===== config.mk =====
export PLATFORM = sky130hd
export DESIGN_NAME = rap_top
export DESIGN_NICKNAME = d
export VERILOG_FILES = /design/src/rap_pkg.sv /design/src/rap_alarm_match.sv /design/src/rap_pwc_prescale.sv /design/src/rap_top.sv
export VERILOG_INCLUDE_DIRS = /design/src
export SDC_FILE = /design/constraint.sdc
export NUM_CORES = 1
export LEC_CHECK = 0
export ABC_AREA = 1
export BUFFER_PORTS_ARGS = -buffer_cell sky130_fd_sc_hd__buf_4
export CORE_MARGIN = 5
export CORE_UTILIZATION = 52
export DETAILED_ROUTE_END_ITERATION = 10
export PLACE_DENSITY = 0.79
export REMOVE_ABC_BUFFERS = 1
export SLEW_MARGIN = 30
export SYNTH_ARGS = -nofsm -noshare
export SYNTH_HDL_FRONTEND = slang
export SYNTH_SLANG_ARGS = --single-unit
export TNS_END_PERCENT = 30

===== constraint.sdc =====
create_clock -name clock_i -period 1.9 [get_ports clock_i]
set_clock_uncertainty 0.1 [all_clocks]
set_input_delay 0.095 -clock clock_i [delete_from_list [all_inputs] [get_ports clock_i]]
set_output_delay 0.095 -clock clock_i [all_outputs]
set_load 0.02 [all_outputs]

===== src/rap_regs.svh =====
// register indices, field positions, codes and reset values of the alarm/power/timestamp block
`ifndef RAP_REGS_SVH
`define RAP_REGS_SVH

// ----------------------------------------------------------------------
// register indices (byte address = 4 * index)
// ----------------------------------------------------------------------
`define RAP_IDX_CAL_CTRL_LO  9'h1cc
`define RAP_IDX_ALM_CTRL_HI  9'h1ce
`define RAP_IDX_CLK_CFG_LO   9'h1d0
`define RAP_IDX_PWR_WIN      9'h1d4
`define RAP_IDX_STATUS_LO    9'h1d8
`define RAP_IDX_ALM_TIME_LO  9'h1e4
`define RAP_IDX_ALM_TIME_HI  9'h1e6
`define RAP_IDX_ALM_DATE_LO  9'h1e8
`define RAP_IDX_ALM_DATE_HI  9'h1ea
`define RAP_IDX_CAP_TIME_LO  9'h1ec
`define RAP_IDX_CAP_TIME_HI  9'h1ee
`define RAP_IDX_CAP_DATE_LO  9'h1f0
`define RAP_IDX_CAP_DATE_HI  9'h1f2

// ----------------------------------------------------------------------
// field positions
// ----------------------------------------------------------------------
`define RAP_CC_CAL_EN   15
`define RAP_CC_PWC_EN   10
`define RAP_CC_PWC_POL  9
`define RAP_CC_PIN_OE   7
`define RAP_CC_OUTSEL   6:4
`define RAP_CC_TS_EN    0
`define RAP_AC_ALM_EN   15
`define RAP_AC_CHIME    14
`define RAP_AC_MASK     11:8
`define RAP_AC_RPT      7:0
`define RAP_CF_PWC_PS   7:6
`define RAP_PW_SAMP     15:8
`define RAP_PW_STAB     7:0
`define RAP_ST_TS_EVT   3

// ----------------------------------------------------------------------
// codes and values
// ----------------------------------------------------------------------
`define RAP_OUTSEL_PWC  3'h3
`define RAP_WIN_OFF     8'h00
`define RAP_WIN_HOLD    8'hff
`define RAP_RPT_LAST    8'h00
`define RAP_RPT_ROLL    8'hff
`define RAP_PS_TERM1    8'h00
`define RAP_PS_TERM16   8'h0f
`define RAP_PS_TERM64   8'h3f
`define RAP_PS_TERM256  8'hff
`define RAP_MASK_HALF   4'h0
`define RAP_MASK_SEC    4'h1
`define RAP_MASK_SEC10  4'h2
`define RAP_MASK_MIN    4'h3
`define RAP_MASK_MIN10  4'h4
`define RAP_MASK_HOUR   4'h5
`define RAP_MASK_DAY    4'h6
`define RAP_MASK_WEEK   4'h7
`define RAP_MASK_MONTH  4'h8
`define RAP_MASK_YEAR   4'h9
`define RAP_FEB         5'h02
`define RAP_DAY29       6'h29
`define RAP_RST_WORD    16'h0000

`endif


===== src/rap_pkg.sv =====
// types shared by the alarm/power/timestamp block
package rap_pkg;

   // ----------------------------------------------------------------------
   // calendar words (bcd)
   // ----------------------------------------------------------------------
   typedef struct packed {
      logic [15:0] dateh;
      logic [15:0] datel;
      logic [15:0] timeh;
      logic [15:0] timel;
   } rap_caltime_t;

   typedef enum logic [1:0] {PW_IDLE, PW_STAB, PW_SAMP} rap_pw_t;

   // ----------------------------------------------------------------------
   // complete state of the top module
   // ----------------------------------------------------------------------
   typedef struct packed {
      logic         cal_en;
      logic         pwc_en;
      logic         pwc_pol;
      logic         pin_oe;
      logic [2:0]   outsel;
      logic         ts_en;
      logic         alm_en;
      logic         chime;
      logic [3:0]   mask;
      logic [7:0]   rpt;
      logic [1:0]   ps;
      logic [7:0]   samp_len;
      logic [7:0]   stab_len;
      logic         ts_flag;
      logic         ts_pend;
      rap_caltime_t alm;
      rap_caltime_t cap;
      rap_pw_t      pw;
      logic [7:0]   win_cnt;
      logic [2:0]   tmp_sync;
      logic         bus_act;
      logic         bus_wr;
      logic [8:0]   bus_idx;
      logic [31:0]  rdata;
      logic         alm_pulse;
      logic         cal_irq;
   } rap_state_t;

endpackage


===== src/rap_alarm_match.sv =====
// masked comparison of calendar digits against alarm digits
`timescale 1ns/1ps
`include "rap_regs.svh"

module rap_alarm_match (
   input  rap_pkg::rap_caltime_t now_i,
   input  rap_pkg::rap_caltime_t alm_i,
   input  wire logic [3:0]       mask_i,
   input  wire logic             half_i,
   output logic                  hit_o
);

   logic so, st, mo, mt, hr, wd, dy, mn, leap;

   always_comb begin
      so   = now_i.timel[11:8] == alm_i.timel[11:8];
      st   = now_i.timel[14:12] == alm_i.timel[14:12];
      mo   = now_i.timeh[3:0] == alm_i.timeh[3:0];
      mt   = now_i.timeh[6:4] == alm_i.timeh[6:4];
      hr   = now_i.timeh[13:8] == alm_i.timeh[13:8];
      wd   = now_i.datel[2:0] == alm_i.datel[2:0];
      dy   = now_i.datel[13:8] == alm_i.datel[13:8];
      mn   = now_i.dateh[4:0] == alm_i.dateh[4:0];
      // a yearly alarm on feb 29 is suppressed in every year, leap years included
      leap = alm_i.dateh[4:0] == `RAP_FEB && alm_i.datel[13:8] == `RAP_DAY29;
      // whole seconds: only the first half of each second may fire
      case (mask_i) // see (RL3)
         `RAP_MASK_HALF:  hit_o = 1'b1;
         `RAP_MASK_SEC:   hit_o = !half_i;
         `RAP_MASK_SEC10: hit_o = !half_i && so;
         `RAP_MASK_MIN:   hit_o = !half_i && so && st;
         `RAP_MASK_MIN10: hit_o = !half_i && so && st && mo;
         `RAP_MASK_HOUR:  hit_o = !half_i && so && st && mo && mt;
         `RAP_MASK_DAY:   hit_o = !half_i && so && st && mo && mt && hr;
         `RAP_MASK_WEEK:  hit_o = !half_i && so && st && mo && mt && hr && wd;
         `RAP_MASK_MONTH: hit_o = !half_i && so && st && mo && mt && hr && dy;
         `RAP_MASK_YEAR:  hit_o = !half_i && so && st && mo && mt && hr && dy && mn && !leap;
         default:         hit_o = 1'b0;
      endcase
   end

endmodule // rap_alarm_match


===== src/rap_pwc_prescale.sv =====
// prescaler of the power-control clock enable
`timescale 1ns/1ps
`include "rap_regs.svh"

module rap_pwc_prescale (
   input  wire logic       clock_i,
   input  wire logic       rst_i,
   input  wire logic       tick_i,
   input  wire logic [1:0] ps_i,
   input  wire logic       clear_i,
   output logic            tick_o
);

   logic [7:0] cnt_reg;
   logic [7:0] cnt_next;
   logic [7:0] term;

   always_comb begin
      case (ps_i)
         2'h0:    term = `RAP_PS_TERM1;
         2'h1:    term = `RAP_PS_TERM16;
         2'h2:    term = `RAP_PS_TERM64;
         default: term = `RAP_PS_TERM256;
      endcase
      tick_o   = tick_i && (cnt_reg == term); // see (RL14)
      cnt_next = cnt_reg;
      if (clear_i) begin
         cnt_next = 8'h00;
      end else if (tick_o) begin
         cnt_next = 8'h00;
      end else if (tick_i) begin
         cnt_next = cnt_reg + 8'h01;
      end
   end

   always_ff @(posedge clock_i) begin
      if (rst_i) begin
         cnt_reg <= 8'h00;
      end else begin
         cnt_reg <= cnt_next;
      end
   end
endmodule // rap_pwc_prescale


===== src/rap_top.sv =====
// alarm, power-control sequencer and timestamp capture with ahb-lite registers
//
// Contract
// (RL1) alarm enable clears itself on an alarm unless repeating continues
// (RL2) software writes alarm values only while alarm enable is zero
// (RL3) four-bit mask picks compared digits; yearly skips feb 29
// (RL4) count zero and chime clear gives exactly one alarm
// (RL5) each alarm decrements count; at zero one last alarm then disable
// (RL6) chime set: count zero rolls to ff, alarms never stop
// (RL7) every alarm pulses a synchronous interrupt output
// (RL8) while enabled software changes only pin enable, count and chime
// (RL9) software enables calendar, power control, pin, and select 011
// (RL10) power control output polarity follows the polarity bit
// (RL11) software sets chime so power cycles recur on alarms
// (RL12) cycle: output on, stability window, then sample gate, then off
// (RL13) window lengths 0 to 255 prescaled periods, sample high byte
// (RL14) prescale divides power clock by 1, 16, 64 or 256
// (RL15) a window length of zero leaves that window inactive
// (RL16) stability length ff keeps stability window on, even disabled
// (RL17) enabled timestamping captures on a low pulse of tamper input
// (RL18) capture copies time and date, sets flag, raises calendar interrupt
// (RL19) captures ignored while flag set; software clears flag after reading
// (RL20) disabled timestamping: capture words are storage, kept but for power-on
// (RL21) writing 1 to flag starts capture; flag sets when capture is done
// (RL22) software polls the flag to see a manual capture finish
// (RL23) calendar enable lets the calendar count; clear stops it
// (RL24) alarm compare evaluated once per half-second tick
`timescale 1ns/1ps
`include "rap_regs.svh"

module rap_top (
   input  wire logic             clock_i,
   input  wire logic             rst_i,
   input  wire logic             por_i,
   input  wire logic             hsel_i,
   input  wire logic [31:0]      haddr_i,
   input  wire logic [1:0]       htrans_i,
   input  wire logic             hwrite_i,
   input  wire logic [2:0]       hsize_i,
   input  wire logic [31:0]      hwdata_i,
   input  wire logic             hready_i,
   output logic [31:0]           hrdata_o,
   output logic                  hreadyout_o,
   output logic                  hresp_o,
   input  rap_pkg::rap_caltime_t cal_time_i,
   input  wire logic             halfsec_tick_i,
   input  wire logic             half_phase_i,
   input  wire logic             pwc_tick_i,
   input  wire logic             tamper_input_n_i,
   output logic                  calendar_enable_o,
   output logic                  alarm_irq_o,
   output logic                  calendar_irq_o,
   output logic                  power_ctrl_o,
   output logic                  sample_gate_o,
   output logic                  stab_window_o,
   output logic                  clock_pin_o,
   output logic                  clock_pin_oe_o
);

   localparam rap_pkg::rap_state_t RST_VAL = '0;

   rap_pkg::rap_state_t r_reg;
   rap_pkg::rap_state_t r_next;
   logic                hit;
   logic                ps_tick;
   logic                alm_fire;
   logic                pw_start;
   logic                tmp_fall;
   logic                ts_trig;
   logic                wr_stat;
   logic                pw_act;

   // ----------------------------------------------------------------------
   // register read mux
   // ----------------------------------------------------------------------
   function automatic logic [31:0] rap_read(input rap_pkg::rap_state_t s,
                                            input logic [8:0] idx);
      logic [15:0] v;
      v = `RAP_RST_WORD;
      case (idx)
         `RAP_IDX_CAL_CTRL_LO: begin
            v[`RAP_CC_CAL_EN]  = s.cal_en;
            v[`RAP_CC_PWC_EN]  = s.pwc_en;
            v[`RAP_CC_PWC_POL] = s.pwc_pol;
            v[`RAP_CC_PIN_OE]  = s.pin_oe;
            v[`RAP_CC_OUTSEL]  = s.outsel;
            v[`RAP_CC_TS_EN]   = s.ts_en;
         end
         `RAP_IDX_ALM_CTRL_HI: begin
            v[`RAP_AC_ALM_EN] = s.alm_en;
            v[`RAP_AC_CHIME]  = s.chime;
            v[`RAP_AC_MASK]   = s.mask;
            v[`RAP_AC_RPT]    = s.rpt;
         end
         `RAP_IDX_CLK_CFG_LO:  v[`RAP_CF_PWC_PS] = s.ps;
         `RAP_IDX_PWR_WIN:     v = {s.samp_len, s.stab_len};
         `RAP_IDX_STATUS_LO:   v[`RAP_ST_TS_EVT] = s.ts_flag;
         `RAP_IDX_ALM_TIME_LO: v = s.alm.timel;
         `RAP_IDX_ALM_TIME_HI: v = s.alm.timeh;
         `RAP_IDX_ALM_DATE_LO: v = s.alm.datel;
         `RAP_IDX_ALM_DATE_HI: v = s.alm.dateh;
         `RAP_IDX_CAP_TIME_LO: v = s.cap.timel;
         `RAP_IDX_CAP_TIME_HI: v = s.cap.timeh;
         `RAP_IDX_CAP_DATE_LO: v = s.cap.datel;
         `RAP_IDX_CAP_DATE_HI: v = s.cap.dateh;
         default:              v = `RAP_RST_WORD;
      endcase
      return {16'h0000, v};
   endfunction

   // ----------------------------------------------------------------------
   // helpers
   // ----------------------------------------------------------------------
   rap_alarm_match u_match (
      .now_i  (cal_time_i),
      .alm_i  (r_reg.alm),
      .mask_i (r_reg.mask),
      .half_i (half_phase_i),
      .hit_o  (hit)
   );

   rap_pwc_prescale u_ps (
      .clock_i (clock_i),
      .rst_i   (rst_i),
      .tick_i  (pwc_tick_i),
      .ps_i    (r_reg.ps),
      .clear_i (pw_start),
      .tick_o  (ps_tick)
   );

   // ----------------------------------------------------------------------
   // next state
   // ----------------------------------------------------------------------
   always_comb begin
      r_next           = r_reg;
      r_next.alm_pulse = 1'b0;
      r_next.cal_irq   = 1'b0;
      r_next.tmp_sync  = {r_reg.tmp_sync[1:0], tamper_input_n_i};
      r_next.bus_act   = hsel_i && htrans_i[1] && hready_i && haddr_i[31:11] == 21'h000000;
      r_next.bus_wr    = hwrite_i;
      r_next.bus_idx   = haddr_i[10:2];
      wr_stat          = r_reg.bus_act && r_reg.bus_wr && r_reg.bus_idx == `RAP_IDX_STATUS_LO;
      alm_fire = halfsec_tick_i && r_reg.cal_en && r_reg.alm_en && hit; // see (RL24) (RL23)
      pw_start = alm_fire && r_reg.pwc_en && r_reg.pw == rap_pkg::PW_IDLE;
      tmp_fall = r_reg.tmp_sync[2] && !r_reg.tmp_sync[1];
      ts_trig  = r_reg.ts_en && !r_reg.ts_flag && (tmp_fall || r_reg.ts_pend); // see (RL17) (RL19)
      if (r_reg.ts_pend) begin
         r_next.ts_pend = 1'b0;
      end

      // bus write, data phase
      if (r_reg.bus_act && r_reg.bus_wr) begin
         case (r_reg.bus_idx)
            `RAP_IDX_CAL_CTRL_LO: begin
               r_next.cal_en  = hwdata_i[`RAP_CC_CAL_EN];
               r_next.pwc_en  = hwdata_i[`RAP_CC_PWC_EN];
               r_next.pwc_pol = hwdata_i[`RAP_CC_PWC_POL];
               r_next.pin_oe  = hwdata_i[`RAP_CC_PIN_OE];
               r_next.outsel  = hwdata_i[`RAP_CC_OUTSEL];
               r_next.ts_en   = hwdata_i[`RAP_CC_TS_EN];
            end
            `RAP_IDX_ALM_CTRL_HI: begin
               r_next.alm_en = hwdata_i[`RAP_AC_ALM_EN];
               r_next.chime  = hwdata_i[`RAP_AC_CHIME];
               r_next.mask   = hwdata_i[`RAP_AC_MASK];
               r_next.rpt    = hwdata_i[`RAP_AC_RPT];
            end
            `RAP_IDX_CLK_CFG_LO: r_next.ps = hwdata_i[`RAP_CF_PWC_PS];
            `RAP_IDX_PWR_WIN: begin
               r_next.samp_len = hwdata_i[`RAP_PW_SAMP];
               r_next.stab_len = hwdata_i[`RAP_PW_STAB];
            end
            `RAP_IDX_STATUS_LO: begin
               if (!hwdata_i[`RAP_ST_TS_EVT]) begin
                  r_next.ts_flag = 1'b0;
               end else if (r_reg.ts_en && !r_reg.ts_flag) begin
                  r_next.ts_pend = 1'b1; // see (RL21)
               end
            end
            `RAP_IDX_ALM_TIME_LO: r_next.alm.timel = hwdata_i[15:0];
            `RAP_IDX_ALM_TIME_HI: r_next.alm.timeh = hwdata_i[15:0];
            `RAP_IDX_ALM_DATE_LO: r_next.alm.datel = hwdata_i[15:0];
            `RAP_IDX_ALM_DATE_HI: r_next.alm.dateh = hwdata_i[15:0];
            // capture words are plain storage only while timestamping is off
            `RAP_IDX_CAP_TIME_LO: if (!r_reg.ts_en) r_next.cap.timel = hwdata_i[15:0]; // see (RL20)
            `RAP_IDX_CAP_TIME_HI: if (!r_reg.ts_en) r_next.cap.timeh = hwdata_i[15:0];
            `RAP_IDX_CAP_DATE_LO: if (!r_reg.ts_en) r_next.cap.datel = hwdata_i[15:0];
            `RAP_IDX_CAP_DATE_HI: if (!r_reg.ts_en) r_next.cap.dateh = hwdata_i[15:0];
            default: ;
         endcase
      end

      // alarm event overrides a same-cycle software write of enable or count, whichever of the two it updates
      if (alm_fire) begin
         r_next.alm_pulse = 1'b1; // see (RL7)
         if (r_reg.rpt == `RAP_RPT_LAST) begin
            if (r_reg.chime) begin
               r_next.rpt = `RAP_RPT_ROLL; // see (RL6)
            end else begin
               r_next.alm_en = 1'b0; // see (RL1) (RL4)
            end
         end else begin
            r_next.rpt = r_reg.rpt - 8'h01; // see (RL5)
         end
      end

      // power-control sequencer
      unique case (r_reg.pw)
         rap_pkg::PW_IDLE: begin
            r_next.win_cnt = 8'h00;
            if (pw_start) begin
               if (r_reg.stab_len != `RAP_WIN_OFF) begin // see (RL15)
                  r_next.pw = rap_pkg::PW_STAB; // see (RL12)
               end else if (r_reg.samp_len != `RAP_WIN_OFF) begin
                  r_next.pw = rap_pkg::PW_SAMP;
               end
            end
         end
         rap_pkg::PW_STAB: begin
            if (ps_tick) begin
               r_next.win_cnt = r_reg.win_cnt + 8'h01; // see (RL13)
               if (r_next.win_cnt == r_reg.stab_len) begin
                  r_next.win_cnt = 8'h00;
                  r_next.pw = (r_reg.samp_len != `RAP_WIN_OFF) ? rap_pkg::PW_SAMP
                                                               : rap_pkg::PW_IDLE;
               end
            end
         end
         rap_pkg::PW_SAMP: begin
            if (ps_tick) begin
               r_next.win_cnt = r_reg.win_cnt + 8'h01;
               if (r_next.win_cnt == r_reg.samp_len) begin
                  r_next.win_cnt = 8'h00;
                  r_next.pw = rap_pkg::PW_IDLE; // see (RL12)
               end
            end
         end
      endcase
      // disabling power control or the calendar cuts a running cycle short
      if (!r_reg.pwc_en || !r_reg.cal_en) begin
         r_next.pw      = rap_pkg::PW_IDLE;
         r_next.win_cnt = 8'h00;
      end

      // timestamp capture; the set wins over a same-cycle clear
      if (ts_trig) begin
         r_next.cap     = cal_time_i; // see (RL18)
         r_next.ts_flag = 1'b1;
         r_next.cal_irq = 1'b1;
         r_next.ts_pend = 1'b0;
      end

      // read data sampled from the next state so a write just before is seen
      r_next.rdata = 32'h00000000;
      if (r_next.bus_act && !hwrite_i) begin
         r_next.rdata = rap_read(r_next, r_next.bus_idx);
      end
   end

   // ----------------------------------------------------------------------
   // state register
   // ----------------------------------------------------------------------
   always_ff @(posedge clock_i) begin
      if (rst_i) begin
         r_reg <= RST_VAL;
         if (!por_i) begin
            r_reg.cap <= r_reg.cap; // see (RL20)
         end
      end else begin
         r_reg <= r_next;
      end
   end

   // ----------------------------------------------------------------------
   // outputs
   // ----------------------------------------------------------------------
   always_comb begin
      pw_act            = r_reg.pw != rap_pkg::PW_IDLE;
      power_ctrl_o      = r_reg.pwc_pol ? pw_act : !pw_act; // see (RL10)
      sample_gate_o     = r_reg.pw == rap_pkg::PW_SAMP;
      stab_window_o     = pw_act || r_reg.stab_len == `RAP_WIN_HOLD; // see (RL16)
      clock_pin_o       = (r_reg.outsel == `RAP_OUTSEL_PWC) ? power_ctrl_o : 1'b0;
      clock_pin_oe_o    = r_reg.pin_oe;
      calendar_enable_o = r_reg.cal_en; // see (RL23)
      alarm_irq_o       = r_reg.alm_pulse;
      calendar_irq_o    = r_reg.cal_irq;
      hrdata_o          = r_reg.rdata;
      hreadyout_o       = 1'b1;
      hresp_o           = 1'b0;
   end
endmodule // rap_top

## Word-level counts from Yosys, hierarchy flattened

Index checks and enable logic that the tools add are counted.

- Output and inout port bits: 42
- Bits in read-only memories: 0
- Bits in writable memories: 0
- Register bits after elaboration: 236
- Memories kept: 0
- Word-level logic and storage cells: 210
- Bits of input ports: 143
- Latch bits: 0

- Bitwise logic cells: 4
- $mul: 0
- Eq/ne operators: 61
- Reductions and logical operators: 49
- Order comparisons: 0
- $add $sub $neg: 3
- Shift operators: 0
- Divide/modulo/power cells: 0
- Mux-type cells: 59

Operators with widths:

| operator | count |
|---|---|
| $eq A9 B9 Y1 const B | 26 |
| $mux W16 | 14 |
| $mux W170 | 1 |
| $mux W64 | 2 |
| $mux W122 | 1 |
| $mux W10 | 5 |
| $pmux W2 S11 | 2 |
| $pmux W1 S10 | 4 |
| $pmux W1 S11 | 3 |
| $mux W8 | 4 |
| $pmux W10 S3 | 1 |
| $eq A8 B8 Y1 | 3 |
| $logic_and A1 B1 Y1 | 24 |
| $pmux W2 S12 | 1 |
| $pmux W8 S3 | 1 |
| $logic_not A21 Y1 | 1 |
| $pmux W2 S10 | 1 |
| $pmux W2 S9 | 1 |
| $add A8 B1 Y8 const B | 2 |
| $eq A4 B3 Y1 const B | 4 |
| $reduce_bool A8 Y1 | 2 |
| $mux W14 | 1 |
| $mux W2 | 7 |
| $eq A6 B6 Y1 | 2 |
| other kinds (29) | 63 |

## Longest topological paths before layout

- Depth after elaboration: 17
- Mapped depth: 19
- Depth with buffers taken out: 19

## Hierarchy

A second synthesis with hierarchy kept.

- Cell total of the unflattened synthesis: 2129
- Area total of the unflattened synthesis: 13721.9 sq um

By module, submodules not included:

| module | cells an instance | area each (sq um) | times used | sequential area each (sq um) |
|---|---|---|---|---|
| rap_top | 1917 | 12562.0 | 1 | 4884.7 |
| rap_alarm_match | 143 | 715.7 | 1 | 0.0 |
| rap_pwc_prescale | 69 | 444.2 | 1 | 160.2 |

## Worst setup path before layout

No wires, ideal clock.

- Kind: flip-flop to flip-flop
- Start: register r_reg[48] (netlist name)
- End: register r_reg[56] (netlist name)
- Data required time: 1.685 ns
- Arrival time: 1.796 ns
- Slack: -0.111 ns
- Buffers on the path: 0
- Period minus slack after synthesis: 2.011 ns
- Stages on the path, launching flop included: 14
- Setup time: 0.115 ns
- Cell sequence: dfxtp_1 ha_1 nand4_1 nor2_1 xor2_1 o21ai_1 nor2_1 nand3_1 nand2_1 nand2_4 nor2_4 nand3_1 nand2_1 nor2_1

- Longest elaborated chain between the ends: 4
- Elaborated cells on any way between the ends: 6
- Those cells by class: add/sub (1); eq/ne (4); reduce/logical (1)

RTL lines:

| item | RTL line | text |
|---|---|---|
| start, declared | rap_top.sv:62 | `rap_pkg::rap_state_t r_reg;` |
| start signal, assigned | rap_top.sv:270 | `r_reg <= r_next;` |
| $add A8 B1 Y8 * | rap_top.sv:221, rap_top.sv:231 |  |
| $eq A8 B8 Y1, on equally long branches | rap_top.sv:222, rap_top.sv:232 |  |
| $ne A2 B2 Y1 (no line) / $ne A2 B1 Y1 (equally long branches) | - |  |
| $reduce_and A6 Y1 (no line) * | - |  |

Every way passes the cells marked *; elsewhere a longest branch is shown, timed or not.
A chain may end at the register's enable or synchronous reset.

## Worst setup path after layout

- Start: register r_reg[39] (netlist name)
- End: register r_reg, in the netlist hrdata_o[10]

- Longest elaborated chain between the ends: 5
- Elaborated cells on any way between the ends: 25
- Those cells by class: eq/ne (11); mux (14)

RTL lines:

| item | RTL line | text |
|---|---|---|
| $eq A9 B9 Y1 | rap_top.sv:153 | `case (r_reg.bus_idx)` |
| $mux W16 | rap_top.sv:153 |  |
| $mux W170 * | rap_top.sv:152 | `if (r_reg.bus_act && r_reg.bus_wr) begin` |
| $mux W64 | rap_top.sv:246 | `if (ts_trig) begin` |
| $pmux W2 S11 * | rap_top.sv:80 | `case (idx)` |

Marked as above.

==> metrics.md <==
| Metric | Value |
|---|---|
| Placed insts | `roughly 2300` |
| Vias in the first global route | `~14000` |
| Final Setup Violations | `about 130` |
| Power share of the sequential group | `between 40% and 50%` |
| Final Net Count | `between 2000 and 2500` |
| Slew of the pin with the lowest slew margin | `around 800 ps` |
| CTS Root Cell | `clkbuf_16` |
| IO Pins | `around 190` |
| Minimum clock period | `2580 ps` |
| Vias/cell | `~6.3` |
| Total GRT Usage | `approximately a third` |
| Share of layout cells above drive strength 1 | `36.4%` |
| Clk_lat worst skew | `540 ps` |
| Final Worst Setup Slack | `-677 ps` |
| Worst-case clock buffer depth | `3` |
| Per-cell routed wire length | `~23 um` |
| Hold depth | `5` |
| Setup Crit Path Kind | `reg -> reg` |
| Largest register FFs | `between 150 and 200` |
| Chip width | `about 170 um` |
| Area share of the leading cell type in the synthesized netlist | `between 20% and 30%` |
| R2r setup slk | `-680 ps` |
| Sw power | `2840 uW` |
| Synth Area per Inst | `roughly 7.3 um2` |
| Worst setup EP type | `register` |
| Syn Inst Count | `between 1500 and 2000` |
| Reg2reg end | `hrdata_o[10]` |
| Post-DP HPWL | `between 30000 and 40000 um` |
| Cell row count | `56` |
| Grt ovf | `0` |
| Synth top cells by count | `nor2_1 (313), nand2_1 (269), inv_1 (212)` |
| Switching part of the total | `between 20% and 30%` |
| Run status | `complete, but fails checks` |
| WHS | `-16.9 ps` |
| Initial antenna violation count | `1` |
| RSZ-0062 raised after global routing | `yes` |
| Largest net degree at the start of global routing | `between 100 and 150` |
| N_diodes | `0` |
| CTS tree | `done` |
| Port Buffers | `144` |
| Final instance area | `slightly below 20000 um2` |
| Clock power share | `between 40% and 50%` |
| CTS Buf Count | `25` |
| Int Pwr | `roughly 8700 uW` |
| Largest area contributor in the netlist | `dfxtp_1` |
| Core area | `approximately 24000 um2` |
| CP Launch Point | `r_reg[39]` |
| Most common cell in the netlist | `nor2_1` |
| Slew Limit Headroom | `between 40% and 50%` |
| Setup TNS Final | `-30140 ps` |
| Ys async rst share | `0%` |
| P per Cell Area | `approximately 600 nW/um2` |
| Peak supply drop | `around 0.72 mV` |
| Die area | `approximately 27000 um2` |
| Number of synthesized flops with an enable pin | `64` |
| Drt first pass iters | `8` |
| Max-cap violations | `0` |
| Crit path DAT | `~2900 ps` |
| Post-Layout Cell Count | `2502` |
| P&R area growth vs syn | `53.6%` |
| DRC violations left | `0` |
| Combinational share of power | `roughly 11%` |
| Synth Flop Type | `dfxtp_1` |
| Flops & latches, synth | `between 200 and 250` |
| Synth Warn # | `0` |
| Tcrit/Tclk final | `136%` |
| Critical Path Source Type | `register` |
| Routed WL | `just under 60000 um` |
| Cell variety after synth | `51` |
| CTS Sinks | `220` |
| Reg clk slew, reported paths | `about 60 ps` |
| Worst EP required | `2250 ps` |
| Fmax achieved | `roughly 390 MHz` |
| First-pass GRT wire length | `~73000 um` |
| Cell Area, Synth | `~13000 um2` |
| Pleak | `roughly 0.0085 uW` |
| Sequential fraction of the synthesis area | `around 40%` |
| Height of the die | `165 um` |
| Initial Util | `a little over half` |
| Final total power | `around 12000 uW` |
| Post-DP Area | `roughly 16000 um2` |
| Final hold viol count | `1` |
| Vias | `approximately 16000` |
| Crit path to | `hrdata_o[10]` |
| R2r worst-path depth | `13` |
| Area contributors post-synth | `dfxtp_1 (25%), edfxtp_1 (15%), nor2_1 (9.4%)` |
| Crit path max fanout | `11` |
| Initial DRC count | `about 2700` |
| Slew Limit Fails | `0` |
| Failing checks | `negative hold slack, negative setup slack` |
| Gpl congestion | `1.01` |
| FF-to-FF Start | `r_reg[39]` |
| ANT nets after route | `0` |
| Min-Delay Path Class | `in -> reg` |
| H-tree depth | `1` |
| Pre-CTS setup slack | `-499 ps` |
[power by group through the flow]
| stage | Clock, uW | Combinational (uW) | Sequential (uW) |
|---|---|---|---|
| 2_1_floorplan | 0 | 374 | 5090 |
| 3_3_place_gp | 0 | 920 | 5100 |
| 3_5_place_dp | 0 | 937 | 5100 |
| 4_1_cts | 5150 | 1090 | 5010 |
| 5_1_grt | 5380 | 1340 | 5030 |
| 6_report | 5210 | 1280 | 5030 |
[timing repair]
item	CTS	global route
buffers inserted	11	33
endpoints found under the hold margin	120	1
setup endpoints to repair	114	131
pin swaps	25	99
gates cloned	1	6
hold buffers	65	1
resized for setup	158	281
[worst min-delay path by stage]
stage / start / to
3_3_place_gp: tamper_input_n_i / r_next[46]
3_5_place_dp: tamper_input_n_i / r_next[46]
2_1_floorplan: rst_i / r_reg[187]
5_1_grt: cal_time_i[53] / r_reg[111]
4_1_cts: cal_time_i[35] / r_reg[93]
6_report: cal_time_i[53] / r_reg[111]
[area by class of cell]
class / instances / area [um2]
Sequential cell: 220 / 5060
Clock inverter: 13 / 195
Timing Repair Buffer: 510 / 4540
Inverter: 221 / 841
Fill cell: 1240 / 4400
Clock buffer: 31 / 659
Tap cell: 319 / 399
Multi-Input combinational cell: 1188 / 7520
[placed cells by master (no fill, tap or decap), types with 40 or more instances in the layout]
master and count:
buf_4 378, nor2_1 285, nand2_1 242, inv_1 200, dfxtp_1 145, o21ai_1 71, dlygate4sd3_1 66, edfxtp_1 64
a21oi_1 42, o21ai_2 40
[kinds of logic (layout without fill, tap and decap cells)]
logic type,Yosys count,in the layout,share of synthesized area (%)
fa+ha+maj,7,7,0.700
buf+inv,329,775,11.4
compound gates,358,358,17.3
flops,220,220,40.3
simple gates,740,740,25.2
xor+xnor,41,41,3.09
other cells,2,18,0.0600
mux,24,24,1.92
[per-stage QoR]
stage | utilization, % | hold WS [ps]
after floorplan | - | 64.1
after global placement | 65.8 | 198
after detailed placement | 65.8 | 209
after CTS | 74.7 | 2.93
after global routing | 81.4 | 4.95
final | 81.4 | -16.9
[routing by layer]
layer | vias up | wire, um | part of all wire [%] | global-route usage [%]
met5 | - | 10 | 0.017 | 0
met4 | 2 | 5190 | 8.9 | 14.9
met3 | 503 | 8360 | 14 | 7.30
met2 | 1530 | 25500 | 44 | 54.1
met1 | 7137 | 19000 | 33 | 44.8
li1 | 6562 | - | - | -
[critical path, stage by stage, from the launching register on]
cell and delay (ps):
dfxtp_2 370, inv_2 140, nand3_4 100, nor3_4 270
buf_6 160, nand2_8 90, buf_4 160, nor2_1 160
a21oi_1 110, nor2_1 360, nor2_1 130, o221ai_1 120
nor2_1 70, a21oi_1 160
No activity file was read; power rests on OpenSTA's default activity.
